## src/design/obc_pkg.sv

```systemverilog
// Constants for the option byte configuration decoder.
// Assumes a single core clock and one active-low asynchronous reset.
package obc_pkg;
  localparam int          OBC_ADDR_W   = 2;
  localparam int          OBC_DATA_W   = 8;
  localparam int          OBC_PADS     = 8;
  // Programming port map
  localparam logic [1:0]  OBC_ADDR_OPT0  = 2'h0;
  localparam logic [1:0]  OBC_ADDR_OPT1  = 2'h1;
  localparam logic [1:0]  OBC_ADDR_ERASE = 2'h2;
  // Erased flash content of each byte
  localparam logic [7:0]  OBC_ERASED   = 8'hff;
  localparam logic [7:0]  OBC_RD_ZERO  = 8'h00;
  // First byte field positions
  localparam int          OBC_B0_WATCHDOG_RESET_ON_HALT = 7;
  localparam int          OBC_B0_WATCHDOG_SOFT_ENABLE_SEL   = 6;
  localparam int          OBC_B0_RDP_N    = 0;
  // Second byte field positions
  localparam int          OBC_B1_PKG      = 7;
  localparam int          OBC_B1_RESET_DELAY_SELECT     = 6;
  localparam int          OBC_B1_OSC_HI   = 5;
  localparam int          OBC_B1_OSC_LO   = 4;
  localparam int          OBC_B1_RNG_HI   = 3;
  localparam int          OBC_B1_RNG_LO   = 1;
  localparam int          OBC_B1_PLL_OFF  = 0;
  // Clock source and range encodings
  localparam logic [1:0]  OBC_OSC_RESONATOR = 2'h0;
  localparam logic [1:0]  OBC_OSC_EXTERNAL  = 2'h3;
  localparam logic [2:0]  OBC_RANGE_ONE_TO_TWO_MHZ     = 3'h0;
  localparam logic [2:0]  OBC_RANGE_TWO_TO_FOUR_MHZ    = 3'h1;
  localparam logic [2:0]  OBC_RANGE_FOUR_TO_EIGHT_MHZ  = 3'h2;
  localparam logic [2:0]  OBC_RANGE_EIGHT_TO_SIXTEEN_MHZ = 3'h3;
  localparam int          OBC_RANGE_CNT = 4;
  // Reset phase lengths in CPU cycles
  localparam int          OBC_RST_LONG_CYC  = 4096;
  localparam int          OBC_RST_SHORT_CYC = 256;
  localparam int          OBC_CNT_W         = 13;
  // Erase sequencer states
  typedef enum logic [1:0] {OBC_IDLE, OBC_WIPE_USER, OBC_WIPE_OPT} obc_erase_state_t;
endpackage

```

## src/design/obc_delay_timer.sv

```systemverilog
// Reset and halt-exit delay counter for the option byte decoder.
// Assumes load and start are single-cycle pulses on clk_in.
`timescale 1ns/100ps
module obc_delay_timer
  import obc_pkg::*;
#(
  parameter int LONG_CYC  = OBC_RST_LONG_CYC,
  parameter int SHORT_CYC = OBC_RST_SHORT_CYC,
  parameter int CNT_W     = OBC_CNT_W
) (
  input  wire logic clk_in,
  input  wire logic rstn_in,
  input  wire logic load_in,
  input  wire logic start_in,
  input  wire logic long_sel_in,
  output logic      busy_out
);
  logic [CNT_W-1:0] cnt_reg;
  logic [CNT_W-1:0] cnt_next;
  logic             busy_reg;
  logic             busy_next;

  // Load restarts always, start only when idle
  always_comb begin
    cnt_next  = cnt_reg;
    busy_next = busy_reg;
    if (load_in || (start_in && !busy_reg)) begin
      cnt_next  = long_sel_in ? CNT_W'(LONG_CYC - 1) : CNT_W'(SHORT_CYC - 1);
      busy_next = 1'b1;
    end else if (busy_reg) begin
      if (cnt_reg == '0) begin
        busy_next = 1'b0;
      end else begin
        cnt_next = cnt_reg - CNT_W'(1);
      end
    end
  end

  // Held busy from reset until the first load completes
  always_ff @(posedge clk_in or negedge rstn_in) begin
    if (!rstn_in) begin
      cnt_reg  <= '0;
      busy_reg <= 1'b1;
    end else begin
      cnt_reg  <= cnt_next;
      busy_reg <= busy_next;
    end
  end

  assign busy_out = busy_reg;
endmodule // obc_delay_timer

```

## src/design/obc_option_decoder.sv

```systemverilog
// Option byte store, programming port and run-time decoder.
// Assumes prog_mode_in is an asynchronous pin; other inputs are on clk_in.
//
// The register offsets and the plain strobed port were decided locally.
`timescale 1ns/100ps
module obc_option_decoder
  import obc_pkg::*;
#(
  parameter logic [OBC_PADS-1:0] UNBONDED_PKG0 = 8'h00,
  parameter logic [OBC_PADS-1:0] UNBONDED_PACKAGE_SELECT = 8'h00,
  parameter int                  LONG_CYC      = OBC_RST_LONG_CYC,
  parameter int                  SHORT_CYC     = OBC_RST_SHORT_CYC
) (
  input  wire logic                     clk_in,
  input  wire logic                     rstn_in,
  input  wire logic                     prog_mode_in,
  input  wire logic [obc_pkg::OBC_ADDR_W-1:0] addr_in,
  input  wire logic [obc_pkg::OBC_DATA_W-1:0] wdata_in,
  input  wire logic                     wr_in,
  input  wire logic                     rd_in,
  input  wire logic                     halt_enter_in,
  input  wire logic                     halt_exit_in,
  input  wire logic                     watchdog_running_in,
  output logic [obc_pkg::OBC_DATA_W-1:0] rdata_out,
  output logic                          watchdog_reset_on_halt_out,
  output logic                          watchdog_soft_enable_sel_out,
  output logic                          watchdog_hw_enable_out,
  output logic                          watchdog_reset_on_halt_reset_out,
  output logic                          readout_protect_n_out,
  output logic                          readout_block_out,
  output logic                          flash_erase_all_out,
  output logic                          erase_busy_out,
  output logic                          package_select_out,
  output logic [obc_pkg::OBC_PADS-1:0]  unbonded_pullup_out,
  output logic                          reset_delay_select_out,
  output logic                          core_reset_hold_out,
  output logic [1:0]                    clock_source_type_out,
  output logic                          resonator_sel_out,
  output logic                          ext_clock_sel_out,
  output logic                          osc_type_reserved_out,
  output logic [2:0]                    oscillator_freq_range_out,
  output logic [obc_pkg::OBC_RANGE_CNT-1:0] resonator_drive_out,
  output logic [obc_pkg::OBC_RANGE_CNT-1:0] op_freq_range_out,
  output logic                          range_reserved_out,
  output logic                          pll_double_en_out,
  output logic                          pll_config_invalid_out
);
  import obc_pkg::*;

  // Programming mode pin synchroniser
  logic ps_meta_reg;
  logic ps_sync_reg;
  always_ff @(posedge clk_in or negedge rstn_in) begin
    if (!rstn_in) begin
      ps_meta_reg <= 1'b0;
      ps_sync_reg <= 1'b0;
    end else begin
      ps_meta_reg <= prog_mode_in;
      ps_sync_reg <= ps_meta_reg;
    end
  end

  // ------------------------------------------------------------------
  // Option byte store and programming port
  // ------------------------------------------------------------------
  logic [7:0]        opt0_reg;
  logic [7:0]        opt0_next;
  logic [7:0]        opt1_reg;
  logic [7:0]        opt1_next;
  logic [7:0]        rdata_reg;
  logic [7:0]        rdata_next;
  logic              erase_pulse_reg;
  logic              erase_pulse_next;
  logic              erase_busy_reg;
  logic              erase_busy_next;
  obc_erase_state_t  est_reg;
  obc_erase_state_t  est_next;
  logic              stored_protect;

  assign stored_protect = !opt0_reg[OBC_B0_RDP_N];

  // Port decode, writes and the erase sequence
  always_comb begin
    opt0_next        = opt0_reg;
    opt1_next        = opt1_reg;
    rdata_next       = OBC_RD_ZERO;
    est_next         = est_reg;
    if (rd_in && ps_sync_reg) begin
      case (addr_in)
        OBC_ADDR_OPT0:  rdata_next = opt0_reg;
        OBC_ADDR_OPT1:  rdata_next = opt1_reg;
        OBC_ADDR_ERASE: rdata_next = {7'h00, erase_busy_reg};
        default:        rdata_next = OBC_RD_ZERO;
      endcase
    end
    case (est_reg)
      OBC_IDLE: begin
        if (wr_in && ps_sync_reg) begin
          if (addr_in == OBC_ADDR_ERASE) begin
            if (stored_protect) begin
              est_next = OBC_WIPE_USER;
            end else begin
              opt0_next = OBC_ERASED;
              opt1_next = OBC_ERASED;
            end
          end else if (!stored_protect) begin
            if (addr_in == OBC_ADDR_OPT0) begin
              opt0_next = wdata_in;
            end else if (addr_in == OBC_ADDR_OPT1) begin
              opt1_next = wdata_in;
            end
          end
        end
      end
      OBC_WIPE_USER: est_next = OBC_WIPE_OPT;
      OBC_WIPE_OPT: begin
        opt0_next = OBC_ERASED;
        opt1_next = OBC_ERASED;
        est_next  = OBC_IDLE;
      end
      default: est_next = OBC_IDLE;
    endcase
    erase_pulse_next = (est_next == OBC_WIPE_USER);
    erase_busy_next  = (est_next != OBC_IDLE);
  end

  // Store starts as delivered flash, all ones
  always_ff @(posedge clk_in or negedge rstn_in) begin
    if (!rstn_in) begin
      opt0_reg        <= OBC_ERASED;
      opt1_reg        <= OBC_ERASED;
      rdata_reg       <= OBC_RD_ZERO;
      est_reg         <= OBC_IDLE;
      erase_pulse_reg <= 1'b0;
      erase_busy_reg  <= 1'b0;
    end else begin
      opt0_reg        <= opt0_next;
      opt1_reg        <= opt1_next;
      rdata_reg       <= rdata_next;
      est_reg         <= est_next;
      erase_pulse_reg <= erase_pulse_next;
      erase_busy_reg  <= erase_busy_next;
    end
  end

  assign rdata_out           = rdata_reg;
  assign flash_erase_all_out = erase_pulse_reg;
  assign erase_busy_out      = erase_busy_reg;

  // ------------------------------------------------------------------
  // Decoded run-time controls, captured once after reset release, except the per-cycle halt-entry reset
  // ------------------------------------------------------------------
  logic                  loaded_reg;
  logic                  wrh_reg,  wrh_next;
  logic                  wsw_reg,  wsw_next;
  logic                  rdpn_reg, rdpn_next;
  logic                  pkg_reg,  pkg_next;
  logic [OBC_PADS-1:0]   pull_reg, pull_next;
  logic                  reset_delay_select_reg, reset_delay_select_next;
  logic [1:0]            osc_reg,  osc_next;
  logic [2:0]            rng_reg,  rng_next;
  logic [OBC_RANGE_CNT-1:0] drv_reg, drv_next;
  logic [OBC_RANGE_CNT-1:0] opr_reg, opr_next;
  logic                  pll_reg,  pll_next;
  logic                  whr_reg,  whr_next;
  logic [OBC_RANGE_CNT-1:0] rng_hot;
  logic [2:0]            rng_raw;

  assign rng_raw = opt1_reg[OBC_B1_RNG_HI:OBC_B1_RNG_LO];

  // One-hot range decode, one lane per documented range
  genvar gi;
  generate
    for (gi = 0; gi < OBC_RANGE_CNT; gi++) begin : g_rng
      assign rng_hot[gi] = (rng_raw == 3'(gi));
    end
  endgenerate

  // Decode on the first cycle after release, then hold; the halt-entry reset is computed every cycle
  always_comb begin
    wrh_next  = wrh_reg;
    wsw_next  = wsw_reg;
    rdpn_next = rdpn_reg;
    pkg_next  = pkg_reg;
    pull_next = pull_reg;
    reset_delay_select_next = reset_delay_select_reg;
    osc_next  = osc_reg;
    rng_next  = rng_reg;
    drv_next  = drv_reg;
    opr_next  = opr_reg;
    pll_next  = pll_reg;
    if (!loaded_reg) begin
      wrh_next  = opt0_reg[OBC_B0_WATCHDOG_RESET_ON_HALT];
      wsw_next  = opt0_reg[OBC_B0_WATCHDOG_SOFT_ENABLE_SEL];
      rdpn_next = opt0_reg[OBC_B0_RDP_N];
      pkg_next  = opt1_reg[OBC_B1_PKG];
      pull_next = opt1_reg[OBC_B1_PKG] ? UNBONDED_PACKAGE_SELECT : UNBONDED_PKG0;
      reset_delay_select_next = opt1_reg[OBC_B1_RESET_DELAY_SELECT];
      osc_next  = opt1_reg[OBC_B1_OSC_HI:OBC_B1_OSC_LO];
      rng_next  = rng_raw;
      if (opt1_reg[OBC_B1_OSC_HI:OBC_B1_OSC_LO] == OBC_OSC_RESONATOR) begin
        drv_next = rng_hot;
        opr_next = '0;
      end else begin
        drv_next = '0;
        opr_next = rng_hot;
      end
      pll_next  = !opt1_reg[OBC_B1_PLL_OFF];
    end
    whr_next = loaded_reg && wrh_reg && halt_enter_in && watchdog_running_in;
  end

  // Reset values mirror an erased store
  always_ff @(posedge clk_in or negedge rstn_in) begin
    if (!rstn_in) begin
      loaded_reg <= 1'b0;
      wrh_reg    <= OBC_ERASED[OBC_B0_WATCHDOG_RESET_ON_HALT];
      wsw_reg    <= OBC_ERASED[OBC_B0_WATCHDOG_SOFT_ENABLE_SEL];
      rdpn_reg   <= OBC_ERASED[OBC_B0_RDP_N];
      pkg_reg    <= OBC_ERASED[OBC_B1_PKG];
      pull_reg   <= UNBONDED_PACKAGE_SELECT;
      reset_delay_select_reg   <= OBC_ERASED[OBC_B1_RESET_DELAY_SELECT];
      osc_reg    <= OBC_ERASED[OBC_B1_OSC_HI:OBC_B1_OSC_LO];
      rng_reg    <= OBC_ERASED[OBC_B1_RNG_HI:OBC_B1_RNG_LO];
      drv_reg    <= '0;
      opr_reg    <= '0;
      pll_reg    <= !OBC_ERASED[OBC_B1_PLL_OFF];
      whr_reg    <= 1'b0;
    end else begin
      loaded_reg <= 1'b1;
      wrh_reg    <= wrh_next;
      wsw_reg    <= wsw_next;
      rdpn_reg   <= rdpn_next;
      pkg_reg    <= pkg_next;
      pull_reg   <= pull_next;
      reset_delay_select_reg   <= reset_delay_select_next;
      osc_reg    <= osc_next;
      rng_reg    <= rng_next;
      drv_reg    <= drv_next;
      opr_reg    <= opr_next;
      pll_reg    <= pll_next;
      whr_reg    <= whr_next;
    end
  end

  // Status flags derived from captured fields
  logic hwen_reg, prot_reg, ext_reg, res_reg, ores_reg, rres_reg, pbad_reg;
  always_ff @(posedge clk_in or negedge rstn_in) begin
    if (!rstn_in) begin
      hwen_reg <= 1'b0;
      prot_reg <= 1'b0;
      ext_reg  <= 1'b0;
      res_reg  <= 1'b0;
      ores_reg <= 1'b0;
      rres_reg <= 1'b0;
      pbad_reg <= 1'b0;
    end else begin
      hwen_reg <= !wsw_next;
      prot_reg <= !rdpn_next;
      ext_reg  <= (osc_next == OBC_OSC_EXTERNAL);
      res_reg  <= (osc_next == OBC_OSC_RESONATOR);
      ores_reg <= (osc_next != OBC_OSC_EXTERNAL) && (osc_next != OBC_OSC_RESONATOR);
      rres_reg <= (rng_next > OBC_RANGE_EIGHT_TO_SIXTEEN_MHZ);
      pbad_reg <= pll_next && (rng_next != OBC_RANGE_TWO_TO_FOUR_MHZ);
    end
  end

  // Reset phase and halt-exit delay
  obc_delay_timer #(
    .LONG_CYC  (LONG_CYC),
    .SHORT_CYC (SHORT_CYC),
    .CNT_W     (OBC_CNT_W)
  ) u_delay (
    .clk_in      (clk_in),
    .rstn_in     (rstn_in),
    .load_in     (!loaded_reg),
    .start_in    (loaded_reg && halt_exit_in),
    .long_sel_in (loaded_reg ? !reset_delay_select_reg : !opt1_reg[OBC_B1_RESET_DELAY_SELECT]),
    .busy_out    (core_reset_hold_out)
  );

  assign watchdog_reset_on_halt_out   = wrh_reg;
  assign watchdog_soft_enable_sel_out = wsw_reg;
  assign watchdog_hw_enable_out       = hwen_reg;
  assign watchdog_reset_on_halt_reset_out           = whr_reg;
  assign readout_protect_n_out        = rdpn_reg;
  assign readout_block_out            = prot_reg;
  assign package_select_out           = pkg_reg;
  assign unbonded_pullup_out          = pull_reg;
  assign reset_delay_select_out       = reset_delay_select_reg;
  assign clock_source_type_out        = osc_reg;
  assign resonator_sel_out            = res_reg;
  assign ext_clock_sel_out            = ext_reg;
  assign osc_type_reserved_out        = ores_reg;
  assign oscillator_freq_range_out    = rng_reg;
  assign resonator_drive_out          = drv_reg;
  assign op_freq_range_out            = opr_reg;
  assign range_reserved_out           = rres_reg;
  assign pll_double_en_out            = pll_reg;
  assign pll_config_invalid_out       = pbad_reg;
endmodule // obc_option_decoder

```

## config.mk

```make
export PLATFORM = sky130hd
export DESIGN_NAME = obc_option_decoder
export DESIGN_NICKNAME = d
export VERILOG_FILES = /design/src/design/obc_pkg.sv /design/src/design/obc_delay_timer.sv /design/src/design/obc_option_decoder.sv
export SDC_FILE = /design/constraint.sdc
export NUM_CORES = 1
export LEC_CHECK = 0
export BUFFER_PORTS_ARGS = -buffer_cell sky130_fd_sc_hd__buf_2
export CORE_ASPECT_RATIO = 1.5
export CORE_MARGIN = 1.5
export CORE_UTILIZATION = 39
export CTS_BUF_LIST = sky130_fd_sc_hd__clkbuf_8
export DETAILED_ROUTE_END_ITERATION = 7
export PLACE_DENSITY = 0.68
export SLEW_MARGIN = 20
export SYNTH_ARGS = -nofsm -noshare
export SYNTH_HDL_FRONTEND = slang
export SYNTH_SLANG_ARGS = --single-unit
```

## constraint.sdc

```tcl
create_clock -name clk_in -period 6.35 [get_ports clk_in]
set_input_delay 0.3175 -clock clk_in [delete_from_list [all_inputs] [get_ports clk_in]]
set_output_delay 0.3175 -clock clk_in [all_outputs]
set_load 0.1 [all_outputs]
```

# Yosys cells after proc, flatten, opt, wreduce, memory -nomap -nowiden
# Index checks and enable logic that the tools add are counted.
word_totals:
  regBits: 72
  in_bits: 18
  out_inout_bits: 46
  word_cells: 114
classes:
  add_sub_neg: 1
  order_cmp: 1
  n_eq_ne: 17
  muxes: 34
  reduce_logical: 31
op_table:
  columns: ["cell", "n"]
  rows:
  - ["8-bit two-way mux", 12]
  - ["13-bit two-way mux", 3]
  - ["8-bit case mux with 2 select lines", 2]
  - ["8-bit case mux with 3 select lines", 1]
  - ["13-bit zero test", 1]
  - ["13-bit by 1-bit subtractor with 13-bit output (second input constant)", 1]
  - ["12-bit two-way mux", 1]
  - ["1-bit logical AND", 9]
  - ["3-bit != test (second input constant)", 3]
  - ["2-bit zero test", 4]
  - ["2-bit two-way mux", 4]
  - ["4-bit two-way mux", 2]
  - ["2-bit nonzero test", 4]
  - ["1-bit zero test", 7]
  - ["1-bit two-way mux", 7]
  - ["2-bit by 1-bit == test with 1-bit output (second input constant)", 3]
  - ["2-bit == test (second input constant)", 3]
  - ["3-bit by 2-bit == test with 1-bit output (second input constant)", 2]
  - ["2-bit != test (second input constant)", 3]
  - ["5-bit AND reduction", 1]
  - ["2-bit case mux with 2 select lines", 1]
  - ["2-bit AND reduction", 2]
  - ["4-bit AND reduction", 1]
  - ["3-bit by 1-bit == test with 1-bit output (second input constant)", 1]
  - ["other kinds (6)", 6]

# Logic depth before layout (Yosys ltp)
logic_depth:
  ltp_word: 7
  ltp_mapped: 8

# Cells and area by module
# From an unflattened synthesis, not the netlist that was laid out.
unflattened:
  hier_cells: 289
  hier_area_um2: 3268.1
modules_own_cells:
  columns: ["module", "instances", "cells_per_inst", "area_each_um2"]
  rows:
  - ["obc_option_decoder", 1, 211, 2487.4]
  - ["obc_delay_timer", 1, 78, 780.7]

# Worst setup path before layout
# OpenSTA, ideal clock, no wires.
synth_path:
  path_kind: "register -> register"
  startpoint: "register u_delay.cnt_reg[0]"
  endpoint: "register u_delay.cnt_reg[12]"
  setup_ns: 0.079
  arrival_time_ns: 2.054
  t_required_ns: 6.271
  slack_ns: 4.217
  stages_incl_launch_ff: 8
  path_buffers: 1
  cell_sequence: "dfrtp_1 -> inv_1 -> ha_1 -> or3b_2 -> clkbuf_1 -> or4_4 -> or3_1 -> a21oi_1"
synth_via:
  elab_chain_cells: 4
  word_cells_on_any_way: 7
  classes_between: "1 x add/sub; 1 x eq/ne; 3 x mux; 2 x reduce/logical"
synth_lines:
  columns: ["element", "line", "text"]
  rows:
  - ["from (decl)", "obc_delay_timer.sv:18", "logic [CNT_W-1:0] cnt_reg;"]
  - ["from (signal assigned)", "obc_delay_timer.sv:45", "cnt_reg <= cnt_next;"]
  - ["13-bit by 1-bit subtractor with 13-bit output", "obc_delay_timer.sv:34", "cnt_next = cnt_reg - CNT_W'(1);"]
  - ["13-bit two-way mux", "obc_delay_timer.sv:31", "if (cnt_reg == '0) begin"]
  - ["13-bit two-way mux", "obc_delay_timer.sv:30", "end else if (busy_reg) begin"]
  - ["13-bit two-way mux", "obc_delay_timer.sv:27", "if (load_in || (start_in && !busy_reg)) begin"]
# Parallel ways exist; a longest one is shown, timed or not. The select of a mux whose other input is x is not followed.
# A chain may end at the register's enable or synchronous reset.

# Worst setup path in the final report
layout_path:
  startpoint: "register u_delay.cnt_reg[0]"
  endpoint: "register u_delay.cnt_reg[4]"
# The elaborated chain is that of the path after synthesis.

==> metrics <==
Max Cap Viol 0; worst path cell trace inv_1 -> ha_1 -> or4b_1 -> o41ai_2 -> nor3_1 -> nand3b_1; setup violators final 0; NumNets Final 362; CTS tree built; Post-CTS Setup Repair Bufs 0; Crit. path cell count 6; largest net degree at the start of global routing between 70 and 80; Cell variety after synth 54; GRT overflow 0; Final Hold Fails 0; slowest stage cell, crit path o41ai_2; RR Startpoint u_delay.cnt_reg[0]; I/O pins 64; slowest stage delay, CP a little over 0.7 ns; CTS max path bufs 2; ys flop type dfrtp_1; CORE AREA approximately 0.008 mm²; syn avg cell area around 11 µm²; CP Data Required Time 6.58 ns; setup TNS 0 ns; Worst Path Class, Setup register to register; CTS Hold Bufs 0; Sink Count slightly above 70; post-synthesis register bit count between 70 and 80; Peak Freq roughly 440 MHz; worst slew pin tran 1.00 ns; Ys Warns 0; hold crit path type primary input to register; Final min period around 2.3 ns; Antenna Nets Post-Route 0; Top Family by Delay on Critical Path simple AND/OR/NAND/NOR gates; Seq/Total Area, Yosys around 57%; HPWL Detailed 4760 µm; Power Density between 300 and 400 mW/mm²; crit path to u_delay.cnt_reg[4]; Ant. Diodes 0; P&R area growth vs syn 16.3%; Vias/cell approximately 5.2; Final GP Congestion 0.890; pre-CTS setup slack ~4.1 ns; Root Buffer clkbuf_8; DRC viols 0; vias in the first global route about 2,200; die area a little under 0.009 mm²; fillcell total 767; Chip Width between 70 and 80 µm; Buffers on Ports 55; Total Routed Length 6800 µm; row cnt 40; maximum vdd drop a little under 0.3 mV; Die Ht between 100 and 150 µm; crit start category register; CP bufs+invs 1; Worst Reg-to-Reg Cells 6; crit-path max FO 8; Placed Cells about 430; worst r2r dst u_delay.cnt_reg[4]; clk_skew 0.0100 ns; DR iter-0 viols 137; Post-CTS Resized 0; asr flop ratio synth 100%; Syn Inst Count 281; global-route wire length before repair about 11,000 µm; Final Max Tran Viols 0; Num CTS Buffers 9; Final period util 36.0%; Worst-Skew Late Latency between 0.3 and 0.4 ns; worst setup path startpoint u_delay.cnt_reg[0]; hold slack roughly 0.06 ns; max reg flops 13; clk slew on worst S/H paths 0.08 ns; slew margin rel. approximately a third; Mapped Area about 0.0032 mm²; Starting Density around two fifths; leakage around 1.7 nW; outcome completed; final std cells w/o fill between 400 and 500; initial antenna violation count 0; fin worst setup slack 4.06 ns; worst path arrival time ~2.5 ns; drt pass-1 iters 4; RSZ-0062 raised after global routing no; crit path capture type register; total number of H-tree levels 3; gr usage total about 16%; Register-to-Register Setup Slack 4.06 ns; wire length per cell approximately 15 µm; share of cells above drive strength 1 between 30% and 40%; Vias 2,330; Post-synth EDFFs 0
==> how the worst min path moves through the flow <==
stage | from | endpoint | slack, ns | depth (start not counted)
floorplan | rstn_in | erase_busy_out | 0.02 | 0
global placement | ps_meta_reg | ps_sync_reg | 0.33 | 0
detailed placement | ps_meta_reg | ps_sync_reg | 0.34 | 0
CTS | prog_mode_in | ps_meta_reg | 0.06 | 1
global route | prog_mode_in | ps_meta_reg | 0.06 | 1
finish | prog_mode_in | ps_meta_reg | 0.06 | 1
==> through the flow <==
| step | area, µm² | util, % | total power, mW |
|---|---|---|---|
| after detailed placement | 3540 | 44.2 | 1.10 |
| after CTS | 3730 | 46.5 | 1.44 |
| after floorplan | 3230 | - | 1.01 |
| final | 3730 | 46.5 | 1.43 |
| after global placement | 3540 | 44.2 | 1.09 |
| after global routing | 3730 | 46.5 | 1.49 |
==> layer usage <==
layer | routed length [µm] | vias to the layer above | GRT usage (%)
li1 | - | 1114 | -
met1 | 2910 | 1137 | 19.8
met2 | 3410 | 65 | 25.9
met3 | 291 | 14 | 3.36
met4 | 183 | 0 | 10.3
met5 | 0 | - | 0
==> cells in the mapped netlist (2+ instances only) <==
master / count / area [µm²]
conb_1: 2 / 7.51
and2_1: 3 / 18.8
nand3b_1: 3 / 22.5
or4_1: 4 / 30.0
a21oi_1: 18 / 90.1
nor4_1: 3 / 18.8
dfstp_2: 27 / 709
clkbuf_1: 11 / 41.3
inv_1: 9 / 33.8
and3_1: 3 / 18.8
a22o_1: 4 / 35.0
nor2b_1: 3 / 18.8
or3b_2: 2 / 17.5
a22oi_1: 7 / 52.6
nor2_1: 28 / 105
a31oi_1: 2 / 12.5
mux2_2: 7 / 78.8
a21o_1: 3 / 22.5
o21ai_0: 3 / 15.0
mux2i_1: 4 / 40.0
buf_4: 8 / 60.1
a32o_1: 6 / 60.1
o22a_1: 8 / 70.1
nand4_1: 2 / 12.5
o41ai_1: 3 / 26.3
dfrtp_1: 45 / 1130
ha_1: 9 / 113
nand3_1: 3 / 15.0
nand2_1: 11 / 41.3
o211ai_1: 2 / 15.0
nor3_1: 8 / 40.0
or3_1: 4 / 25.0
nand2b_1: 5 / 31.3
==> area by class of cell <==
class | count | area, µm² | area share [%]
Inverter | 9 | 33.8 | 0.907
Sequential cell | 72 | 1840 | 49.3
Clock inverter | 4 | 20.0 | 0.537
Tap cell | 105 | 131 | 3.53
Timing Repair Buffer | 57 | 290 | 7.79
Clock buffer | 12 | 165 | 4.43
Multi-Input combinational cell | 186 | 1250 | 33.5
==> where the power goes <==
| part | total, mW | internal, mW | switching [mW] |
|---|---|---|---|
| clock network | 0.337 | 0.170 | 0.166 |
| registers | 0.620 | 0.562 | 0.0580 |
| logic | 0.469 | 0.0865 | 0.382 |
==> cell usage in the layout, fill, tap and decap left out, types with 3 or more instances in the layout <==
| cell | n |
|---|---|
| a21o_1 | 3 |
| a21oi_1 | 18 |
| a22o_1 | 4 |
| a22oi_1 | 7 |
| a32o_1 | 6 |
| and2_1 | 3 |
| and3_1 | 3 |
| buf_2 | 55 |
| clkbuf_8 | 12 |
| conb_1 | 9 |
| dfrtp_1 | 45 |
| dfstp_2 | 27 |
| ha_1 | 9 |
| inv_1 | 11 |
| mux2_2 | 7 |
| mux2i_1 | 4 |
| nand2_1 | 11 |
| nand2b_1 | 5 |
| nand3_1 | 3 |
| nand3b_1 | 3 |
| nor2_1 | 28 |
| nor2b_1 | 3 |
| nor3_1 | 8 |
| nor4_1 | 3 |
| o21ai_0 | 3 |
| o22a_1 | 8 |
| o41ai_1 | 3 |
| or3_1 | 4 |
| or4_1 | 4 |
==> kinds of logic (layout without fill, tap and decap cells) <==
| group | Yosys count | in the layout | synth area share (%) |
|---|---|---|---|
| and+or+nand+nor | 89 | 89 | 14.9 |
| DFF | 72 | 72 | 57.3 |
| AOI/OAI and AO/OA | 67 | 67 | 15.6 |
| buffers and inverters | 30 | 82 | 4.49 |
| muxes | 11 | 11 | 3.71 |
| adders and majority gates | 9 | 9 | 3.52 |
| other | 2 | 9 | 0.234 |
| xor gates and xnor gates | 1 | 1 | 0.273 |
==> worst reg2reg max path: cells and delay by family (launching register included) <==
| family | cells | cell delay (ns) |
|---|---|---|
| flops | 1 | 0.42 |
| fa+ha+maj | 1 | 0.15 |
| buf+inv | 1 | 0.10 |
| compound gates | 1 | 0.72 |
| simple gates | 3 | 0.78 |
No activity file was read; power rests on OpenSTA's default activity.
